## src/odc_pkg.sv

```systemverilog
package odc_pkg;
  // Bus geometry and block sizes.
  localparam int ADDR_W   = 12;
  localparam int DATA_W   = 32;
  localparam int IDX_W    = ADDR_W - 2;
  localparam int NUM_DRV  = 4;
  localparam int NUM_GPIO = 2;
  localparam int NUM_SRC  = 4;
  localparam int ATT_W    = 6;
  localparam int CNT_W    = 32;
  localparam int CLK_MHZ  = 100;
  // Register indices; the byte address is four times the index.
  localparam logic [IDX_W-1:0] IDX_HEADSET    = 10'h00d;
  localparam logic [IDX_W-1:0] IDX_HP_CFG     = 10'h00e;
  localparam logic [IDX_W-1:0] IDX_DAC_PWR    = 10'h025;
  localparam logic [IDX_W-1:0] IDX_SHORT_CTL  = 10'h026;
  localparam logic [IDX_W-1:0] IDX_RAMP       = 10'h028;
  localparam logic [IDX_W-1:0] IDX_PD_CTL     = 10'h02a;
  localparam logic [IDX_W-1:0] IDX_SHORT_STAT = 10'h05f;
  localparam logic [IDX_W-1:0] IDX_REC_FILT   = 10'h06b;
  localparam logic [IDX_W-1:0] IDX_BYPASS     = 10'h06c;
  localparam logic [IDX_W-1:0] IDX_DAC_CUR    = 10'h06d;
  localparam logic [IDX_W-1:0] IDX_HP_PWR     = 10'h040;
  localparam logic [IDX_W-1:0] IDX_GPIO0      = 10'h041;
  localparam logic [IDX_W-1:0] IDX_IRQ_STAT   = 10'h043;
  // Field positions.
  localparam int BIT_DAC_L      = 7;
  localparam int BIT_DAC_R      = 6;
  localparam int BIT_SHORT_EN   = 1;
  localparam int BIT_AUTO_OFF   = 2;
  localparam int BIT_RAMP_EN    = 0;
  localparam int BIT_REC_FILT   = 3;
  localparam int DAC_CUR_LSB    = 6;
  localparam int PD_STATE_LSB   = 0;
  localparam int DELAY_LSB      = 4;
  localparam int GPIO_OUT_BIT   = 2;
  localparam int GPIO_TRAIN_BIT = 3;
  localparam int GPIO_MASK_LSB  = 4;
  localparam int GPIO_IN_BIT    = 8;
  // Reset values.
  localparam logic [7:0] RST_HP_CFG    = 8'h01;
  localparam logic [7:0] RST_SHORT_CTL = 8'h02;
  localparam logic [7:0] RST_RAMP      = 8'h01;
  localparam logic [7:0] RST_ZERO      = 8'h00;
  // Interrupt source positions.
  localparam int SRC_JACK   = 0;
  localparam int SRC_BUTTON = 1;
  localparam int SRC_SHORT  = 2;
  localparam int SRC_NOISE  = 3;
  // Headset type codes.
  localparam logic [1:0] HS_NONE   = 2'h0;
  localparam logic [1:0] HS_STEREO = 2'h2;
  localparam logic [1:0] HS_MONO   = 2'h3;
  // Times in microseconds and their cycle counts.
  localparam int PULSE_US     = 2;
  localparam int TRAIN_US     = 20;
  localparam int RAMP_STEP_US = 20;
  localparam int MS_US        = 1000;
  localparam int PULSE_CYC    = PULSE_US * CLK_MHZ;
  localparam int TRAIN_CYC    = TRAIN_US * CLK_MHZ;
  localparam int RAMP_CYC     = RAMP_STEP_US * CLK_MHZ;
  localparam int MS_CYC       = MS_US * CLK_MHZ;
  localparam logic [ATT_W-1:0] RAMP_START = 6'h3f;
  // Power-up delay choices in milliseconds, from none up to four seconds.
  localparam int DELAY_MS [8] = '{0, 1, 10, 50, 100, 500, 1000, 4000};
  // Driver sequencing states.
  typedef enum logic [2:0] {DRV_OFF, DRV_WAIT, DRV_RAMP, DRV_ON, DRV_FAULT} odc_drv_e;
  // Pin function choices.
  typedef enum logic [1:0] {PIN_IN, PIN_OUT, PIN_CLK, PIN_IRQ} odc_pin_e;
  // Headphone output configuration types.
  typedef enum logic [1:0] {CFG_DIFF, CFG_SE, CFG_PSEUDO, CFG_AC} odc_cfg_e;
  // Analog detection inputs.
  typedef struct packed {
    logic               jack;
    logic [1:0]         hs_type;
    logic               button;
    logic               noise;
    logic [NUM_DRV-1:0] short_det;
  } odc_det_s;
  // Driver controls toward the analog stage.
  typedef struct packed {
    logic [NUM_DRV-1:0] en;
    logic [1:0]         pd_state;
    logic [1:0]         cfg_type;
  } odc_hp_s;
  // Passive bypass switch controls; a set bit closes a switch.
  typedef struct packed {
    logic right_neg_in2_switch;
    logic right_pos_in2_switch;
    logic right_neg_in1_switch;
    logic right_pos_in1_switch;
    logic left_neg_in2_switch;
    logic left_pos_in2_switch;
    logic left_neg_in1_switch;
    logic left_pos_in1_switch;
    logic left_pos_normal_switch;
    logic left_neg_normal_switch;
    logic right_pos_normal_switch;
    logic right_neg_normal_switch;
  } odc_byp_s;
endpackage

```

## src/odc_top.sv

```systemverilog
// Our own choices: the register offsets and register access over APB.
`timescale 1ns/100ps
// Overview of operation
// - Programmable delay, none to four seconds.
// - Powered-down pins: hi-Z, common mode, half-supply.
// - Optional ramp steps attenuation down to target.
// - Shorts are current-limited and flagged in status.
// - Auto shutdown holds driver off until power-cycled.
// - Jack insertion detected and headset type reported.
// - AC-coupled mode cannot tell mono from stereo.
// - Two pins: input, output, clock or interrupt.
// - Interrupt sources routed singly or ORed, recorded.
// - Interrupt pin gives pulse or train until read.
// - Record-only reuses playback filters and coefficients.
// - Record filter path only while both DACs off.
// - Two-bit DAC bias field, lowest by default.
// - Bypass opens normal switches, closes input ones.
// - Left bypass bits 0 to 3 select inputs.
// - Right bypass bits 4 to 7 select inputs.
module odc_top #(
  parameter int unsigned DELAY_UNIT_CYC = odc_pkg::MS_CYC
) (
  input  wire logic                            clk,
  input  wire logic                            rst_n,
  input  wire logic                            psel,
  input  wire logic                            penable,
  input  wire logic                            pwrite,
  input  wire logic [odc_pkg::ADDR_W-1:0]      paddr,
  input  wire logic [odc_pkg::DATA_W-1:0]      pwdata,
  output logic      [odc_pkg::DATA_W-1:0]      prdata,
  output logic                                 pready,
  output logic                                 pslverr,
  input  wire odc_pkg::odc_det_s               det,
  input  wire logic [odc_pkg::NUM_GPIO-1:0]    gpio_in,
  input  wire logic                            int_clk,
  output logic      [odc_pkg::NUM_GPIO-1:0]    gpio_out,
  output logic      [odc_pkg::NUM_GPIO-1:0]    gpio_oe,
  output odc_pkg::odc_hp_s                     hp,
  output logic [odc_pkg::NUM_DRV-1:0][odc_pkg::ATT_W-1:0] hp_atten,
  output odc_pkg::odc_byp_s                    bypass_sw,
  output logic                                 record_filter_switch,
  output logic      [1:0]                      dac_bias
);
  import odc_pkg::*;

  // Refuse a delay unit the counter cannot serve.
  if (DELAY_UNIT_CYC < 1 || DELAY_UNIT_CYC > 100000) begin : g_chk
    $error("DELAY_UNIT_CYC out of range");
  end

  logic [IDX_W-1:0]    idx;                       // Word index of the access.
  logic                setup;                     // Setup phase of a transfer.
  logic                acc;                       // Completing access phase.
  logic [7:0]          hs_reg, cfg_reg, dac_pwr;  // Status and control bytes.
  logic [7:0]          sc_ctl, ramp_reg, pd_ctl;  // Short, ramp, powerdown control.
  logic [7:0]          rec_reg, byp_reg, cur_reg; // Record, bypass, bias.
  logic [7:0]          pwr_reg, pwr_q;            // Driver power bits and their last value.
  logic [7:0]          gcfg [NUM_GPIO];           // Pin configuration bytes.
  logic [NUM_SRC-1:0]  irq_stat;                  // Latched interrupt sources.
  logic [NUM_DRV-1:0]  sflag;                     // Sticky short flags.
  logic                jack_q;                    // Last jack level.
  logic [NUM_GPIO-1:0] gin_q;                     // Sampled pin inputs.
  logic [NUM_DRV-1:0]  drv_on;                    // Driver active per driver.
  logic [7:0]          next_hs, next_cfg, next_dac, next_sc, next_ramp, next_pd;
  logic [7:0]          next_rec, next_byp, next_cur, next_pwr;
  logic [7:0]          next_gcfg [NUM_GPIO];
  logic [NUM_SRC-1:0]  next_irq, irq_set;
  logic [NUM_DRV-1:0]  next_sflag, s_set;
  logic [DATA_W-1:0]   next_prdata;
  logic                next_pready, next_pslverr, hit;
  logic [7:0]          rd;
  logic [1:0]          pd_q, cfg_q;               // Registered powered-down state and output type.

  assign idx   = paddr[ADDR_W-1:2];
  assign setup = psel & ~penable;
  assign acc   = psel & penable & pready;

  // Register file, status capture and bus answer, computed for the next edge.
  always_comb begin
    next_cfg  = cfg_reg;
    next_dac  = dac_pwr;
    next_sc   = sc_ctl;
    next_ramp = ramp_reg;
    next_pd   = pd_ctl;
    next_rec  = rec_reg;
    next_byp  = byp_reg;
    next_cur  = cur_reg;
    next_pwr  = pwr_reg;
    for (int p = 0; p < NUM_GPIO; p++) begin
      next_gcfg[p] = gcfg[p];
    end
    // A write takes effect on the completing edge only.
    if (acc && pwrite) begin
      unique case (idx)
        IDX_HP_CFG:    next_cfg  = pwdata[7:0];
        IDX_DAC_PWR:   next_dac  = pwdata[7:0];
        IDX_SHORT_CTL: next_sc   = pwdata[7:0];
        IDX_RAMP:      next_ramp = pwdata[7:0];
        IDX_PD_CTL:    next_pd   = pwdata[7:0];
        IDX_REC_FILT:  next_rec  = pwdata[7:0];
        IDX_BYPASS:    next_byp  = pwdata[7:0];
        IDX_DAC_CUR:   next_cur  = pwdata[7:0];
        IDX_HP_PWR:    next_pwr  = pwdata[7:0];
        default: begin
          for (int p = 0; p < NUM_GPIO; p++) begin
            if (idx == IDX_GPIO0 + IDX_W'(p)) begin
              next_gcfg[p] = pwdata[7:0];
            end
          end
        end
      endcase
    end
    // Short flags are set by a detected short and cleared by a power-up edge; set wins.
    s_set      = det.short_det & {NUM_DRV{sc_ctl[BIT_SHORT_EN]}};
    next_sflag = (sflag & ~(pwr_reg[NUM_DRV-1:0] & ~pwr_q[NUM_DRV-1:0])) | s_set;
    // Interrupt sources latch on their events.
    irq_set             = '0;
    irq_set[SRC_JACK]   = det.jack ^ jack_q;
    irq_set[SRC_BUTTON] = det.button;
    irq_set[SRC_SHORT]  = |(s_set & ~sflag);
    irq_set[SRC_NOISE]  = det.noise;
    // A completed read of the status register clears it; a new event still wins.
    next_irq = irq_stat | irq_set;
    if (acc && !pwrite && idx == IDX_IRQ_STAT) begin
      next_irq = irq_set;
    end
    // Headset type is shown only while a plug is in, except that AC mode shows stereo for a mono input even unplugged.
    next_hs = {6'h00, det.jack ? det.hs_type : HS_NONE};
    // AC-coupled sensing cannot separate mono from stereo, so mono is shown as stereo.
    if (cfg_reg[1:0] == CFG_AC && det.hs_type == HS_MONO) begin
      next_hs = {6'h00, HS_STEREO};
    end
    // Read data is chosen in the setup phase and held for the access phase.
    hit = 1'b1;
    rd  = 8'h00;
    unique case (idx)
      IDX_HEADSET:    rd = hs_reg;
      IDX_HP_CFG:     rd = cfg_reg;
      IDX_DAC_PWR:    rd = dac_pwr;
      IDX_SHORT_CTL:  rd = sc_ctl;
      IDX_RAMP:       rd = ramp_reg;
      IDX_PD_CTL:     rd = pd_ctl;
      IDX_SHORT_STAT: rd = {drv_on, sflag};
      IDX_REC_FILT:   rd = rec_reg;
      IDX_BYPASS:     rd = byp_reg;
      IDX_DAC_CUR:    rd = cur_reg;
      IDX_HP_PWR:     rd = pwr_reg;
      IDX_IRQ_STAT:   rd = {4'h0, irq_stat};
      default: begin
        hit = 1'b0;
        for (int p = 0; p < NUM_GPIO; p++) begin
          if (idx == IDX_GPIO0 + IDX_W'(p)) begin
            hit = 1'b1;
            rd  = gcfg[p];
          end
        end
      end
    endcase
    next_prdata = '0;
    for (int p = 0; p < NUM_GPIO; p++) begin
      if (idx == IDX_GPIO0 + IDX_W'(p)) begin
        next_prdata[GPIO_IN_BIT] = gin_q[p];
      end
    end
    next_prdata[7:0] = rd;
    next_pready      = setup;
    next_pslverr     = setup & ~(hit & paddr[1:0] == 2'h0);
    if (!setup) begin
      next_prdata = prdata;
    end
  end

  // Registers of the control group.
  always_ff @(posedge clk) begin
    if (!rst_n) begin
      hs_reg   <= RST_ZERO;
      cfg_reg  <= RST_HP_CFG;
      dac_pwr  <= RST_ZERO;
      sc_ctl   <= RST_SHORT_CTL;
      ramp_reg <= RST_RAMP;
      pd_ctl   <= RST_ZERO;
      rec_reg  <= RST_ZERO;
      byp_reg  <= RST_ZERO;
      cur_reg  <= RST_ZERO;
      pwr_reg  <= RST_ZERO;
      pwr_q    <= RST_ZERO;
      for (int p = 0; p < NUM_GPIO; p++) begin
        gcfg[p] <= RST_ZERO;
      end
      irq_stat <= '0;
      sflag    <= '0;
      jack_q   <= 1'b0;
      gin_q    <= '0;
      prdata   <= '0;
      pready   <= 1'b0;
      pslverr  <= 1'b0;
    end else begin
      hs_reg   <= next_hs;
      cfg_reg  <= next_cfg;
      dac_pwr  <= next_dac;
      sc_ctl   <= next_sc;
      ramp_reg <= next_ramp;
      pd_ctl   <= next_pd;
      rec_reg  <= next_rec;
      byp_reg  <= next_byp;
      cur_reg  <= next_cur;
      pwr_reg  <= next_pwr;
      pwr_q    <= pwr_reg;
      gcfg     <= next_gcfg;
      irq_stat <= next_irq;
      sflag    <= next_sflag;
      jack_q   <= det.jack;
      gin_q    <= gpio_in;
      prdata   <= next_prdata;
      pready   <= next_pready;
      pslverr  <= next_pslverr;
    end
  end

  // Analog routing controls, all registered.
  always_ff @(posedge clk) begin
    if (!rst_n) begin
      pd_q                 <= 2'h0;
      cfg_q                <= 2'h0;
      bypass_sw            <= '0;
      record_filter_switch <= 1'b0;
      dac_bias             <= 2'h0;
    end else begin
      pd_q  <= pd_ctl[PD_STATE_LSB +: 2];
      cfg_q <= cfg_reg[1:0];
      // Each left and right input bit closes its switch and opens the normal one.
      bypass_sw <= {byp_reg,
                    ~(byp_reg[0] | byp_reg[2]), ~(byp_reg[1] | byp_reg[3]),
                    ~(byp_reg[4] | byp_reg[6]), ~(byp_reg[5] | byp_reg[7])};
      // Filters are lent to the record path only while both converters are off.
      record_filter_switch <= rec_reg[BIT_REC_FILT] & ~dac_pwr[BIT_DAC_L] & ~dac_pwr[BIT_DAC_R];
      dac_bias <= cur_reg[DAC_CUR_LSB +: 2];
    end
  end

  // The driver bundle is gathered in one place so that no field has a second driver.
  assign hp = {drv_on, pd_q, cfg_q};

  // Per-driver power sequencing.
  for (genvar i = 0; i < NUM_DRV; i++) begin : g_drv
    odc_drv_e          st, next_st;     // Sequencer state.
    logic [CNT_W-1:0]  cnt, next_cnt;   // Delay and ramp step counter.
    logic [ATT_W-1:0]  att, next_att;   // Present attenuation.
    logic              en, next_en;     // Driver enable.
    logic [CNT_W-1:0]  target;          // Programmed delay in cycles.
    logic              fault;           // Shutdown demanded by a short.

    assign target = CNT_W'(DELAY_MS[pd_ctl[DELAY_LSB +: 3]]) * CNT_W'(DELAY_UNIT_CYC);
    assign fault  = sc_ctl[BIT_AUTO_OFF] & sflag[i];

    // Next state of the sequencer.
    always_comb begin
      next_st  = st;
      next_cnt = cnt;
      next_att = att;
      unique case (st)
        DRV_OFF: begin
          next_cnt = '0;
          if (pwr_reg[i]) begin
            next_st = DRV_WAIT;
          end
        end
        DRV_WAIT: begin
          if (!pwr_reg[i]) begin
            next_st = DRV_OFF;
          end else if (fault) begin
            next_st = DRV_FAULT;
          end else if (cnt >= target) begin
            next_cnt = '0;
            next_att = ramp_reg[BIT_RAMP_EN] ? RAMP_START : '0;
            next_st  = ramp_reg[BIT_RAMP_EN] ? DRV_RAMP : DRV_ON;
          end else begin
            next_cnt = cnt + 1'b1;
          end
        end
        DRV_RAMP: begin
          if (!pwr_reg[i]) begin
            next_st = DRV_OFF;
          end else if (fault) begin
            next_st = DRV_FAULT;
          end else if (cnt == CNT_W'(RAMP_CYC - 1)) begin
            next_cnt = '0;
            next_att = att - 1'b1;
            if (att == ATT_W'(1)) begin
              next_st = DRV_ON;
            end
          end else begin
            next_cnt = cnt + 1'b1;
          end
        end
        DRV_ON: begin
          if (!pwr_reg[i]) begin
            next_st = DRV_OFF;
          end else if (fault) begin
            next_st = DRV_FAULT;
          end
        end
        DRV_FAULT: begin
          if (!pwr_reg[i]) begin
            next_st = DRV_OFF;
          end
        end
        default: next_st = DRV_OFF;
      endcase
      next_en = next_st == DRV_RAMP || next_st == DRV_ON;
    end

    // Sequencer registers.
    always_ff @(posedge clk) begin
      if (!rst_n) begin
        st  <= DRV_OFF;
        cnt <= '0;
        att <= RAMP_START;
        en  <= 1'b0;
      end else begin
        st  <= next_st;
        cnt <= next_cnt;
        att <= next_att;
        en  <= next_en;
      end
    end
    assign hp_atten[i]  = att;
    assign drv_on[i]    = en;
  end

  // Per-pin function and interrupt pulse generation.
  for (genvar p = 0; p < NUM_GPIO; p++) begin : g_pin
    odc_pin_e           mode;           // Pin function.
    logic [NUM_SRC-1:0] mask;           // Sources routed to this pin.
    logic [CNT_W-1:0]   cnt, next_cnt;  // Pulse timing counter.
    logic               o, next_o;      // Pin level.
    logic               oe, next_oe;    // Pin drive enable.

    assign mode = odc_pin_e'(gcfg[p][1:0]);
    assign mask = gcfg[p][GPIO_MASK_LSB +: NUM_SRC];

    // Next pin level.
    always_comb begin
      next_cnt = '0;
      next_o   = 1'b0;
      next_oe  = 1'b1;
      unique case (mode)
        PIN_IN:  next_oe = 1'b0;
        PIN_OUT: next_o  = gcfg[p][GPIO_OUT_BIT];
        PIN_CLK: next_o  = int_clk;
        PIN_IRQ: begin
          if (gcfg[p][GPIO_TRAIN_BIT]) begin
            // A train repeats while any routed source stays latched.
            if (|(irq_stat & mask)) begin
              next_cnt = (cnt == CNT_W'(TRAIN_CYC - 1)) ? '0 : cnt + 1'b1;
              next_o   = cnt < CNT_W'(PULSE_CYC);
            end
          end else if (|(irq_set & mask)) begin
            next_cnt = CNT_W'(1);
            next_o   = 1'b1;
          end else if (cnt != '0 && cnt < CNT_W'(PULSE_CYC)) begin
            next_cnt = cnt + 1'b1;
            next_o   = 1'b1;
          end
        end
      endcase
    end

    // Pin registers.
    always_ff @(posedge clk) begin
      if (!rst_n) begin
        cnt <= '0;
        o   <= 1'b0;
        oe  <= 1'b0;
      end else begin
        cnt <= next_cnt;
        o   <= next_o;
        oe  <= next_oe;
      end
    end
    assign gpio_out[p] = o;
    assign gpio_oe[p]  = oe;
  end
endmodule

```

## config.mk

```make
export PLATFORM = sky130hd
export DESIGN_NAME = odc_top
export DESIGN_NICKNAME = d
export VERILOG_FILES = /design/src/odc_pkg.sv /design/src/odc_top.sv
export SDC_FILE = /design/constraint.sdc
export NUM_CORES = 1
export LEC_CHECK = 0
export BUFFER_PORTS_ARGS = -buffer_cell sky130_fd_sc_hd__buf_2
export CAP_MARGIN = 20
export CORE_MARGIN = 2
export CORE_UTILIZATION = 35
export CTS_CLUSTER_DIAMETER = 50
export CTS_CLUSTER_SIZE = 20
export DETAILED_ROUTE_END_ITERATION = 6
export PLACE_DENSITY = 0.53
export SYNTH_ARGS = -nofsm -noshare
export SYNTH_HDL_FRONTEND = slang
export SYNTH_SLANG_ARGS = --single-unit
```

## constraint.sdc

```tcl
create_clock -name clk -period 8.2 [get_ports clk]
set_input_delay 0.82 -clock clk [delete_from_list [all_inputs] [get_ports clk]]
set_output_delay 0.82 -clock clk [all_outputs]
set_load 0.005 [all_outputs]
```

# ---- Word-level counts from Yosys, hierarchy flattened
# Memory sizes are Yosys's and may differ from the RTL's.
# Cells that the tools add are included.
dict set report op_classes {
  add_sub_neg 10
  n_reduce_logical 57
  n_eq_ne 80
  n_bitwise 41
  n_mul 1
  n_mux 141
  magnitude_cmp 7
}
# cell n
set ops {}
lappend ops {{32-bit 2-to-1 mux} 36}
lappend ops {{32-bit one-hot mux with 3 select lines} 4}
lappend ops {{32-bit by 1-bit adder with 32-bit output, second input constant} 6}
lappend ops {{32-bit by 11-bit equality test with 1-bit output, second input constant} 6}
lappend ops {{6-bit 2-to-1 mux} 25}
lappend ops {{3-bit 2-to-1 mux} 44}
lappend ops {{32-bit greater-or-equal comparator} 4}
lappend ops {{8-bit one-hot mux with 12 select lines} 1}
lappend ops {{10-bit by 7-bit equality test with 1-bit output, second input constant} 8}
lappend ops {{32-bit by 8-bit < comparator with 1-bit output, second input constant} 2}
lappend ops {{32-bit nonzero test} 2}
lappend ops {{3-bit one-hot mux with 5 select lines} 4}
lappend ops {{3-bit by 2-bit equality test with 1-bit output, second input constant} 16}
lappend ops {{2-bit != test, second input constant} 24}
lappend ops {{6-bit one-hot mux with 2 select lines} 4}
lappend ops {{10-bit by 6-bit equality test with 1-bit output, second input constant} 4}
lappend ops {{4-bit AND} 8}
lappend ops {{32-bit by 12-bit multiplier with 27-bit output, second input constant} 1}
lappend ops {{7-bit AND reduction} 4}
lappend ops {{6-bit by 1-bit equality test with 1-bit output, second input constant} 4}
lappend ops {{6-bit by 1-bit subtractor with 6-bit output, second input constant} 4}
lappend ops {{2-bit AND reduction} 11}
lappend ops {{10-bit by 4-bit equality test with 1-bit output, second input constant} 2}
lappend ops {{5-bit AND reduction} 4}
lappend ops {{29 further kinds} 109}
dict set report totals {
  input_bits 61
  wordCells 397
  rom_bits 256
  memories 1
  register_bits 377
}
# memory depth width read_ports rd_ports_with_merged_regs wr line
set memory_table {}
lappend memory_table {{(name not given)} 8 32 1 0 0 odc_top.sv:253} ;# assign target = CNT_W'(DELAY_MS[pd_ctl[DELAY_LSB +: 3]]) * CNT_W'(DELAY_UNIT_CYC);

# ---- Longest topological paths before layout
# Gate-level depths: netlist of run 1.
dict set report logic_depth {
  ltp_word 12
  mapped_depth 36
  ltp_nobuf 33
}

# ---- Least setup slack after synthesis of run 1
# OpenSTA, ideal clock, no wires.
dict set report synth_timing {
  path_kind {reg-to-reg}
  startpoint {reg pd_ctl[5]}
  endpoint {reg g_drv[1].cnt[1]}
  required_time_ns 8.139
  path_stages_with_launch 33
  n_path_buf 1
  setup_ns 0.061
  t_arrival_ns 7.170
  slack_ns 0.970
  cell_sequence {dfxtp_1 > nand2_1 > a21oi_1 > ha_1 > ha_1 > fa_1 > ha_1 > inv_1 > fa_1 > inv_1 > ha_1 > nor2b_1 > a311o_1 > a31oi_1 > nor2b_1 > o21ai_0 > nand2b_1 > a21o_1 > a21oi_1 > xor2_1 > ha_1 > a21oi_1 > nor2b_1 > o21ai_0 > o21ai_0 > or4_1 > a31oi_1 > o2bb2ai_1 > a32o_1 > o41ai_2 > buf_4 > nor4b_2 > a32o_1}
}
dict set report synth_between {
  elab_chain_cells 10
}
# item line
set synth_lines {}
lappend synth_lines {{start, declared} odc_top.sv:55} ;# logic [7:0] sc_ctl, ramp_reg, pd_ctl;
lappend synth_lines {{start signal, assigned} odc_top.sv:203} ;# pd_ctl <= next_pd;
lappend synth_lines {{3-bit NOT with 4-bit output (implied by the code)} odc_top.sv:253}
lappend synth_lines {{memory read 8 x 32 bit} --}
lappend synth_lines {{32-bit 2-to-1 mux (2 in a row)} --}
lappend synth_lines {{32-bit by 12-bit multiplier with 27-bit output} --}
lappend synth_lines {{32-bit greater-or-equal comparator} odc_top.sv:273} ;# end else if (cnt >= target) begin
lappend synth_lines {{32-bit 2-to-1 mux} odc_top.sv:273}
lappend synth_lines {{32-bit 2-to-1 mux} odc_top.sv:271} ;# end else if (fault) begin
lappend synth_lines {{32-bit 2-to-1 mux} odc_top.sv:269} ;# if (!pwr_reg[i]) begin
lappend synth_lines {{32-bit one-hot mux with 3 select lines} odc_top.sv:261} ;# unique case (st)
lappend synth_lines {{end signal, assigned} odc_top.sv:322} ;# cnt <= next_cnt;
lappend synth_lines {{end, declared} odc_top.sv:247} ;# logic [CNT_W-1:0] cnt, next_cnt;
# No other way between the ends. The select of a mux whose other input is x is not followed.
# A chain may end at the register's enable or synchronous reset.

# ---- Final worst setup path of run 1
dict set report layout_timing {
  startpoint {reg pd_ctl[5]}
  endpoint {reg g_drv[1].cnt[9]}
}
# Same word-level chain as after synthesis.

==> key figures, run 1 <==
Outcome
  – Run status: finished clean

Layout
  – Largest reg by FF count: g_drv.cnt
  – Fin cells: 3755
  – Area Growth Syn to Fin: 14.8%
  – Top Registers: g_drv.cnt x128, g_pin.cnt x64, g_drv.att x24
  – Layout fillers: 6566
  – Largest register FFs: 128
  – Final net count: 3124
  – Layout cell share with drive strength beyond 1: 0.102

Worst setup path
  – CP max FO: 25
  – R2r worst-path depth: 34
  – Worst reg2reg setup slack: 0.39 ns
  – CP max-delay cell: fa_1
  – Crit Path Class: register to register
  – RR Endpoint: g_drv[1].cnt[9]
  – CP required: 8.73 ns
  – Critical path launch point type: register
  – Crit. End Element: register
  – CP max stage delay: 0.53 ns
  – Worst r2r src: pd_ctl[5]
  – Arr. time, crit path: 8.34 ns
  – Crit-path most repeated cell: ha_1

Drt
  – Via density per instance: 5.50
  – M1 WL: 31.4 mm
  – Routed wl met2: 30.3 mm
  – Drt drc: 0
  – Highest Signal Layer: met5
  – Final wirelength: 67.5 mm
  – Detailed-route via count: 20700
  – Post-route ant nets: 0
  – 1st-iter DRT viols: 1484
  – DR WL/cell: 18.0 um
  – Drt pass-1 iters: 5
  – Routed length on met3: 4.11 mm

Pwr
  – Leakage power: 9.98 nW
  – PwrDens: 164 nW/um^2
  – Final Total Pwr: 4.20 mW
  – Peak supply drop: 0.000194 V

Hold path
  – Hold crit path type: input pin to register
  – Hold path start: gpio_in[0]
  – Hold depth: 2
  – Hold Path End: gin_q[0]

Synth
  – Netlist cell types: 92
  – Avg Inst Size Synth: 8.05 sq um
  – Mapped Area: 22300 sq um
  – Top cell type's share of synthesized area: 0.333
  – Area leader, netlist: dfxtp_1
  – Synth Register Bits: 371
  – Most common cell in the netlist: dfxtp_1
  – Synth top cells by count: dfxtp_1, nand2_1, nor2_1
  – Area contributors post-synth: dfxtp_1, ha_1, nand2_1, nor2_1, a21oi_1
  – Sequential area share after synthesis: 0.333
  – Mapped Cells: 2775
  – Post-synth EDFFs: 0
  – Main synth FF type: dfxtp_1
  – Yosys Warn Count: 0
  – Post-synthesis async set-or-reset flop share: 0

STA
  – Worst setup margin: 0.386 ns
  – Hold Vio Cnt, Final: 0
  – RSZ-0062 raised after global routing: no
  – Min Hold Slack: 0.395 ns
  – Final setup fails: 0
  – Setup TNS: 0 ns
  – Maximum clock frequency: 0.128 GHz
  – Max Slew Vio Count: 0
  – Final worst-path cycle share: 0.953
  – Slew headroom: 0.303
  – Period minus WS final: 7.81 ns
  – Skew final: 0.0454 ns
  – Slew @ Worst Pin: 1.04 ns

Floorplan
  – IO Pins: 146
  – Die height: 257 um
  – CORE AREA: 63100 sq um
  – Rows: 92
  – Die area: 65900 sq um
  – Initial Util: 0.354
  – Die W: 257 um

CTS
  – Worst skew pair latency: 0.62 ns
  – CTS tree: done
  – H-tree depth: 2
  – Clock tree sinks: 371
  – Clock transition at path regs: 0.07 ns
  – Maximum clock path buffer count: 3
  – Clock root buffer: clkbuf_16
  – CTS buffer count: 52

Placed design
  – GPL Wtd Cong: 0.874
  – DP Wirelength: 48.8 mm
  – Placed Cells: 3653
  – Dpl ws: 0.225 ns
  – I/O Buffers: 98

Global routing
  – Vias in the first global route: 19600
  – Initial antenna violation count: 3
  – Largest net degree at the start of global routing: 75
  – Remaining global-route overflow: 0
  – GRT Util Overall: 0.200
  – First-pass GRT wire length: 108 mm

Flow run
  – MaxCap Viol Count: 0
## cell families after synthesis
| kind of cell | count (synthesis) | share of synthesized area |
|---|---|---|
| other | 1 | 0.000168 |
| adders and majority gates | 200 | 0.119 |
| muxes | 29 | 0.0131 |
| xor gates and xnor gates | 144 | 0.0565 |
| buffers and inverters | 283 | 0.0544 |
| DFF | 371 | 0.333 |
| AOI/OAI and AO/OA | 591 | 0.173 |
| and+or+nand+nor | 1156 | 0.251 |
## cells in the final DEF (no fill, tap or decap), types with 49 or more instances in the layout
| cell type | netlist | layout |
|---|---|---|
| clkbuf_16 | 0 | 53 |
| a31oi_1 | 50 | 49 |
| nand4_1 | 55 | 55 |
| dfxtp_1 | 371 | 369 |
| inv_1 | 141 | 140 |
| nor2_1 | 268 | 265 |
| nor3_1 | 92 | 90 |
| xnor2_1 | 61 | 60 |
| and2_1 | 58 | 58 |
| nand3_1 | 166 | 166 |
| buf_2 | 11 | 98 |
| a21oi_1 | 182 | 181 |
| ha_1 | 177 | 177 |
| nand2_1 | 303 | 303 |
| xor2_1 | 83 | 83 |
| buf_4 | 35 | 50 |
| o21ai_0 | 83 | 81 |
## area by class of cell
class | instances | area [sq um] | area share
multi-input cells | 2143 | 13800 | 0.540
flip-flops and latches | 371 | 7430 | 0.290
clock buffers | 56 | 1340 | 0.0521
well taps | 846 | 1060 | 0.0413
repair buffers | 154 | 965 | 0.0376
inverters | 142 | 536 | 0.0209
clock inverters | 42 | 470 | 0.0183
diodes | 1 | 2.50 | 0.0000976
## power breakdown
| group | total (mW) | switching, mW | internal, mW |
|---|---|---|---|
| clock network | 2.31 | 1.01 | 1.30 |
| registers | 1.82 | 0.00577 | 1.81 |
| logic | 0.0726 | 0.0536 | 0.0190 |
| total | 4.20 | 1.07 | 3.13 |
## critical path: cells and delay by family, from the launching register on
kind            cells  cell delay (ns)
simple gates        8             1.36
fa+ha+maj           6             2.26
xor+xnor            1             0.28
compound gates     14             2.82
flops               1             0.39
buf+inv             5             0.57
## worst max path at each step
stage	startpoint	endpoint	slack, ns	cells past startpoint
after floorplan	pd_ctl[5]	g_drv[1].cnt[1]	0.97	32
after global placement	pd_ctl[5]	g_drv[1].cnt[12]	0.29	34
after detailed placement	pd_ctl[5]	g_drv[0].cnt[20]	0.22	34
after CTS	pd_ctl[5]	g_drv[1].cnt[31]	0.14	34
after global routing	pd_ctl[5]	g_drv[1].cnt[9]	0.007	34
final	pd_ctl[5]	g_drv[1].cnt[9]	0.39	34
## layer usage
layer / vias to the layer above / global-route usage
met4: 4 / 0.0596
met3: 108 / 0.0315
met2: 552 / 0.313
met1: 9925 / 0.282
li1: 10100 / -
met5: - / 0
## timing repair
action,in CTS,in global routing
resized for setup,0,9
buffers inserted,0,2
hold buffers,0,0
endpoints found under the setup margin,0,121
## through the flow
stage	area, sq um	utilization
5_1_grt	25600	0.406
2_1_floorplan	22400	-
6_report	25600	0.406
3_5_place_dp	23700	0.376
4_1_cts	25600	0.405
3_3_place_gp	23700	0.376
Power figures use the tool's default switching activity.
==> inputs of run 2 (changes only) <==
Settings changed: RECOVER_POWER set to 25.
==> key figures, run 2 (synthesis results as in run 1) <==
Global routing
  – GR Layer Usage met3: 0.0315 (unchanged)
  – Vias in the first global route: 19600 (unchanged)
  – Remaining global-route overflow: 0 (unchanged)
  – First-pass GRT wire length: 108 mm (unchanged)
  – Grt met2 use: 0.313 (unchanged)
  – Most Crowded Layer GR: met2
  – Largest net degree at the start of global routing: 75 (unchanged)
  – Initial antenna violation count: 3 (unchanged)
  – GRT Util Overall: 0.200 (unchanged)
  – GR Layer Usage met1: 0.282 (unchanged)

STA
  – Min Hold Slack: 0.395 ns (+0.000561 ns)
  – Final worst-path cycle share: 0.953 (about the same)
  – Final setup fails: 0 (unchanged)
  – Maximum clock frequency: 0.128 GHz (about the same)
  – Skew final: 0.0438 ns (-0.00160 ns)
  – RSZ-0062 raised after global routing: no
  – Setup TNS: 0 ns (unchanged)
  – Slew @ Worst Pin: 3.50 ns (+2.46 ns)
  – Period minus WS final: 7.81 ns (-0.00185 ns)
  – Max Slew Vio Count: 136 (+136)
  – Slew headroom: -1.33 (-1.64)
  – Hold Vio Cnt, Final: 0 (unchanged)

Floorplan
  – Die area: 65900 sq um (unchanged)
  – Die height: 257 um (unchanged)
  – IO Pins: 146 (unchanged)
  – Die W: 257 um (unchanged)
  – Rows: 92 (unchanged)
  – CORE AREA: 63100 sq um (unchanged)
  – Initial Util: 0.354 (unchanged)

Drt
  – Drt pass-1 iters: 6 (+1)
  – Drt drc: 0 (unchanged)
  – DR WL/cell: 18.0 um (+0.14%)
  – Detailed-route via count: 20800 (+0.61%)
  – Post-route ant nets: 0 (unchanged)
  – Via density per instance: 5.54 (+0.61%)
  – Final wirelength: 67.6 mm (+0.14%)
  – 1st-iter DRT viols: 1496 (+0.81%)

Layout
  – Final net count: 3124 (unchanged)
  – Fin cells: 3755 (unchanged)
  – Layout cell share with drive strength beyond 1: 0.0880 (-0.0141)
  – Most common cell after layout, fill and taps aside: dfxtp_1
  – Final instance area: 25600 sq um (-0.22%)
  – Commonest non-fill, non-tap cells in the layout: dfxtp_1, nand2_1, nor2_1
  – Largest register FFs: 128 (unchanged)
  – Largest reg by FF count: g_drv.cnt
  – Top Registers: g_drv.cnt x128, g_pin.cnt x64, g_drv.att x24
  – Area Growth Syn to Fin: 14.5%

Worst setup path
  – Critical path launch point type: register
  – CP max-delay cell: fa_1
  – Crit. End Element: register
  – Worst r2r src: pd_ctl[5]
  – R2r worst-path depth: 34 (unchanged)
  – Worst reg2reg setup slack: 0.39 ns (about the same)
  – Arr. time, crit path: 8.34 ns (about the same)
  – CP max FO: 25 (unchanged)
  – CP required: 8.73 ns (about the same)
  – Crit-path most repeated cell: ha_1
  – RR Endpoint: g_drv[1].cnt[9]
  – Crit Path Class: register to register
  – CP max stage delay: 0.53 ns (about the same)

CTS
  – Maximum clock path buffer count: 3 (unchanged)
  – Worst skew pair latency: 0.62 ns (about the same)
  – CTS buffer count: 52 (unchanged)
  – H-tree depth: 2 (unchanged)
  – Hold_buf cts: 0 (unchanged)
  – CTS tree: done
  – Clock root buffer: clkbuf_16
  – Clock tree sinks: 371 (unchanged)
  – Clock transition at path regs: 0.07 ns (about the same)

Placed design
  – DP Area: 23700 sq um (unchanged)
  – I/O Buffers: 98 (unchanged)
  – GPL Wtd Cong: 0.874 (unchanged)
  – DP Wirelength: 48.8 mm (unchanged)
  – Placed Cells: 3653 (unchanged)

Pwr
  – Leakage power: 9.84 nW (-1.4%)
  – PwrDens: 164 nW/um^2 (+0.23%)
  – Switch Pwr: 1.07 mW (about the same)
  – Seq pwr share: 0.432 (about the same)
  – Comb pwr share: 0.017 (about the same)
  – Peak supply drop: 0.000196 V (+1.1%)
  – Cell Int Power: 3.13 mW (about the same)
  – Switching share of power: 0.254 (about the same)
  – Clock group share of total power: 0.551 (about the same)

Flow run
  – MaxCap Viol Count: 2 (+2)

Hold path
  – Hold crit path type: input pin to register
  – Hold depth: 2 (unchanged)
  – Hold path start: gpio_in[0]
  – Hold Path End: gin_q[0]

Outcome
  – Violated checks: max-capacitance violations, max-slew violations
  – Run status: finished with violations
==> run 2: area by class of cell <==
class	count	area [sq um]
Multi-Input combinational cell	2143	13800
Clock inverter	42	470
Antenna cell	1	2.50
Clock buffer	56	1340
Inverter	142	534
Tap cell	846	1060
Timing Repair Buffer	154	908
Fill cell	6588	37500
Sequential cell	371	7430
==> run 2: critical path, delay by kind of cell, from the launching register on <==
family          cells  cell delay, ns
flops               1            0.39
fa+ha+maj           6            2.27
compound gates     14            2.82
xor+xnor            1            0.28
buf+inv             5            0.57
simple gates        8            1.37
==> run 2: repair_timing <==
action,in CTS,in global routing
resized for setup,0,9
endpoints found under the setup margin,0,121
buffers inserted,0,2
==> run 2: per-layer routing <==
layer | routed length, um | share of wire
met1 | 31700 | 0.47
met2 | 30300 | 0.45
met3 | 3900 | 0.058
met4 | 1700 | 0.025
met5 | 27 | 0.00040
==> run 2: how the worst max path moves through the flow <==
stage / from / endpoint / slack (ns)
floorplan: pd_ctl[5] / g_drv[1].cnt[1] / 0.97
global placement: pd_ctl[5] / g_drv[1].cnt[12] / 0.29
detailed placement: pd_ctl[5] / g_drv[0].cnt[20] / 0.22
CTS: pd_ctl[5] / g_drv[1].cnt[31] / 0.14
global route: pd_ctl[5] / g_drv[1].att[1] / 0.005
finish: pd_ctl[5] / g_drv[1].cnt[9] / 0.39
==> run 2: power groups by stage <==
stage | registers (mW) | logic [mW] | clock network (mW)
finish | 1.82 | 0.0719 | 2.31
global route | 1.81 | 0.0778 | 2.46
CTS | 1.81 | 0.0719 | 2.37
detailed placement | 1.86 | 0.0717 | 0
global placement | 1.85 | 0.0710 | 0
floorplan | 1.85 | 0.0465 | 0
==> run 2: per-stage QoR <==
stage	utilization	worst slack, ns	total power, mW
finish	0.406	0.388	4.20
global route	0.406	0.00462	4.35
CTS	0.405	0.137	4.25
detailed placement	0.376	0.225	1.93
global placement	0.376	0.291	1.93
floorplan	-	0.970	1.90
==> inputs of run 3 (changes only) <==
==> constraint.sdc (replaced) <==
create_clock -name clk -period 8.2 [get_ports clk]
set_input_delay 0.82 -clock clk [delete_from_list [all_inputs] [get_ports clk]]
set_output_delay 0.82 -clock clk [all_outputs]
set_load 0.02 [all_outputs]
==> key figures, run 3 (synthesis results as in run 1) <==
Outcome
  – Run status: finished with violations
  – Violated checks: max-capacitance violations, max-slew violations

Global routing
  – Largest net degree at the start of global routing: 75 (unchanged)
  – GRT Util Overall: 0.200 (unchanged)
  – First-pass GRT wire length: 108 mm (unchanged)
  – Vias in the first global route: 19600 (unchanged)
  – Remaining global-route overflow: 0 (unchanged)
  – Initial antenna violation count: 3 (unchanged)

Pwr
  – Peak supply drop: 0.000196 V (about the same)
  – PwrDens: 165 nW/um^2 (+0.32%)
  – Leakage power: 9.79 nW (-0.50%)

STA
  – Hold Vio Cnt, Final: 0 (unchanged)
  – RSZ-0062 raised after global routing: no
  – Skew final: 0.0433 ns (-0.000547 ns)
  – Maximum clock frequency: 0.128 GHz (about the same)
  – Slew @ Worst Pin: 3.57 ns (+0.0655 ns)
  – Final worst-path cycle share: 0.953 (about the same)
  – Slew headroom: -1.38 (-0.0436)
  – Max Slew Vio Count: 136 (unchanged)
  – Final setup fails: 0 (unchanged)
  – Setup TNS: 0 ns (unchanged)
  – Period minus WS final: 7.82 ns (+0.00369 ns)

Floorplan
  – Die W: 257 um (unchanged)
  – IO Pins: 146 (unchanged)
  – CORE AREA: 63100 sq um (unchanged)
  – Rows: 92 (unchanged)
  – Die area: 65900 sq um (unchanged)
  – Die height: 257 um (unchanged)
  – Initial Util: 0.354 (unchanged)

CTS
  – Maximum clock path buffer count: 3 (unchanged)
  – Clock transition at path regs: 0.07 ns (about the same)
  – Worst skew pair latency: 0.62 ns (about the same)
  – Clock root buffer: clkbuf_16
  – H-tree depth: 2 (unchanged)
  – Hold_buf cts: 0 (unchanged)
  – Clock tree sinks: 371 (unchanged)
  – CTS tree: done
  – CTS buffer count: 52 (unchanged)

Layout
  – Most common cell after layout, fill and taps aside: dfxtp_1
  – Largest register FFs: 128 (unchanged)
  – Commonest non-fill, non-tap cells in the layout: dfxtp_1, nand2_1, nor2_1
  – Final net count: 3124 (unchanged)
  – Footprint of the multi-input gates: 13800 sq um (unchanged)
  – Area Growth Syn to Fin: 14.4% (about the same)
  – Layout fillers: 6598 (+0.15%)
  – Layout cell share with drive strength beyond 1: 0.0825 (-0.00550)
  – Final instance area: 25600 sq um (about the same)
  – Largest reg by FF count: g_drv.cnt
  – Sequential cell area: 7430 sq um (unchanged)
  – Top Registers: g_drv.cnt x128, g_pin.cnt x64, g_drv.att x24

Worst setup path
  – Crit. End Element: register
  – CP max stage delay: 0.53 ns (about the same)
  – Worst Path Buf+Inv: 5 (unchanged)
  – Crit-path most repeated cell: ha_1
  – CP required: 8.73 ns (about the same)
  – CP max-delay cell: fa_1
  – CP delay by family, top: compound AO/OA/AOI/OAI gates
  – Critical path launch point type: register
  – Arr. time, crit path: 8.34 ns (about the same)
  – Crit Path Class: register to register
  – CP max FO: 25 (unchanged)

Hold path
  – Hold crit path type: input pin to register

Drt
  – DR WL/cell: 18.0 um (about the same)
  – Post-route ant nets: 0 (unchanged)
  – 1st-iter DRT viols: 1573 (+5.1%)
  – Final wirelength: 67.5 mm (about the same)
  – Detailed-route via count: 20700 (-0.30%)
  – Drt drc: 0 (unchanged)
  – Drt pass-1 iters: 5 (-1)
  – Via density per instance: 5.52 (-0.30%)

Placed design
  – DP Wirelength: 48.8 mm (unchanged)
  – DP Area: 23700 sq um (unchanged)
  – I/O Buffers: 98 (unchanged)
  – GPL Wtd Cong: 0.874 (unchanged)

Flow run
  – MaxCap Viol Count: 2 (unchanged)
[run 3: cell count changes in the layout (fill, tap and decap cells not counted), sizes merged]
cell / previous run / this run
clkbuf: 97 / 114
buf: 113 / 96
[run 3: through the flow]
step,instances,power [mW],util,hold slack (ns),setup slack [ns]
2_1_floorplan,2797,1.91,-,0.423,0.970
3_3_place_gp,3652,1.94,0.376,0.437,0.291
3_5_place_dp,3653,1.94,0.376,0.446,0.225
4_1_cts,3751,4.26,0.405,0.369,0.137
5_1_grt,3754,4.36,0.405,0.389,0.00462
6_report,3755,4.21,0.405,0.396,0.384
[run 3: layer usage]
| metal | wire (um) | vias up | global-route usage |
|---|---|---|---|
| met2 | 30300 | 552 | 0.313 |
| met3 | 4070 | 111 | 0.0315 |
| met1 | 31400 | 9974 | 0.282 |
| met4 | 1670 | 4 | 0.0596 |
| li1 | - | 10100 | - |
| met5 | 27 | - | 0 |
[run 3: final timing paths]
kind	depth (start not counted)	start	slack (ns)	to
min reg2reg	2	cur_reg[1]	0.45	cur_reg[1]
max	34	pd_ctl[5]	0.38	g_drv[1].cnt[9]
max reg2reg	34	pd_ctl[5]	0.38	g_drv[1].cnt[9]
min	2	gpio_in[0]	0.40	gin_q[0]
[run 3: area by class of cell]
type | instances | area share
clock buffers | 56 | 0.0523
flip-flops and latches | 371 | 0.291
inverters | 142 | 0.0209
diodes | 1 | 0.0000979
multi-input cells | 2143 | 0.542
clock inverters | 42 | 0.0184
repair buffers | 154 | 0.0348
well taps | 846 | 0.0414
[run 3: repair_timing]
| item | 4_1_cts | 5_1_grt |
|---|---|---|
| resized for setup | 0 | 9 |
| setup buffers | 0 | 2 |
| setup endpoints to repair | 0 | 121 |
[run 3: report_power, final]
group	switching (mW)	internal, mW
logic	0.0640	0.0180
registers	0.00580	1.81
clock network	1.01	1.30
total	1.08	3.13
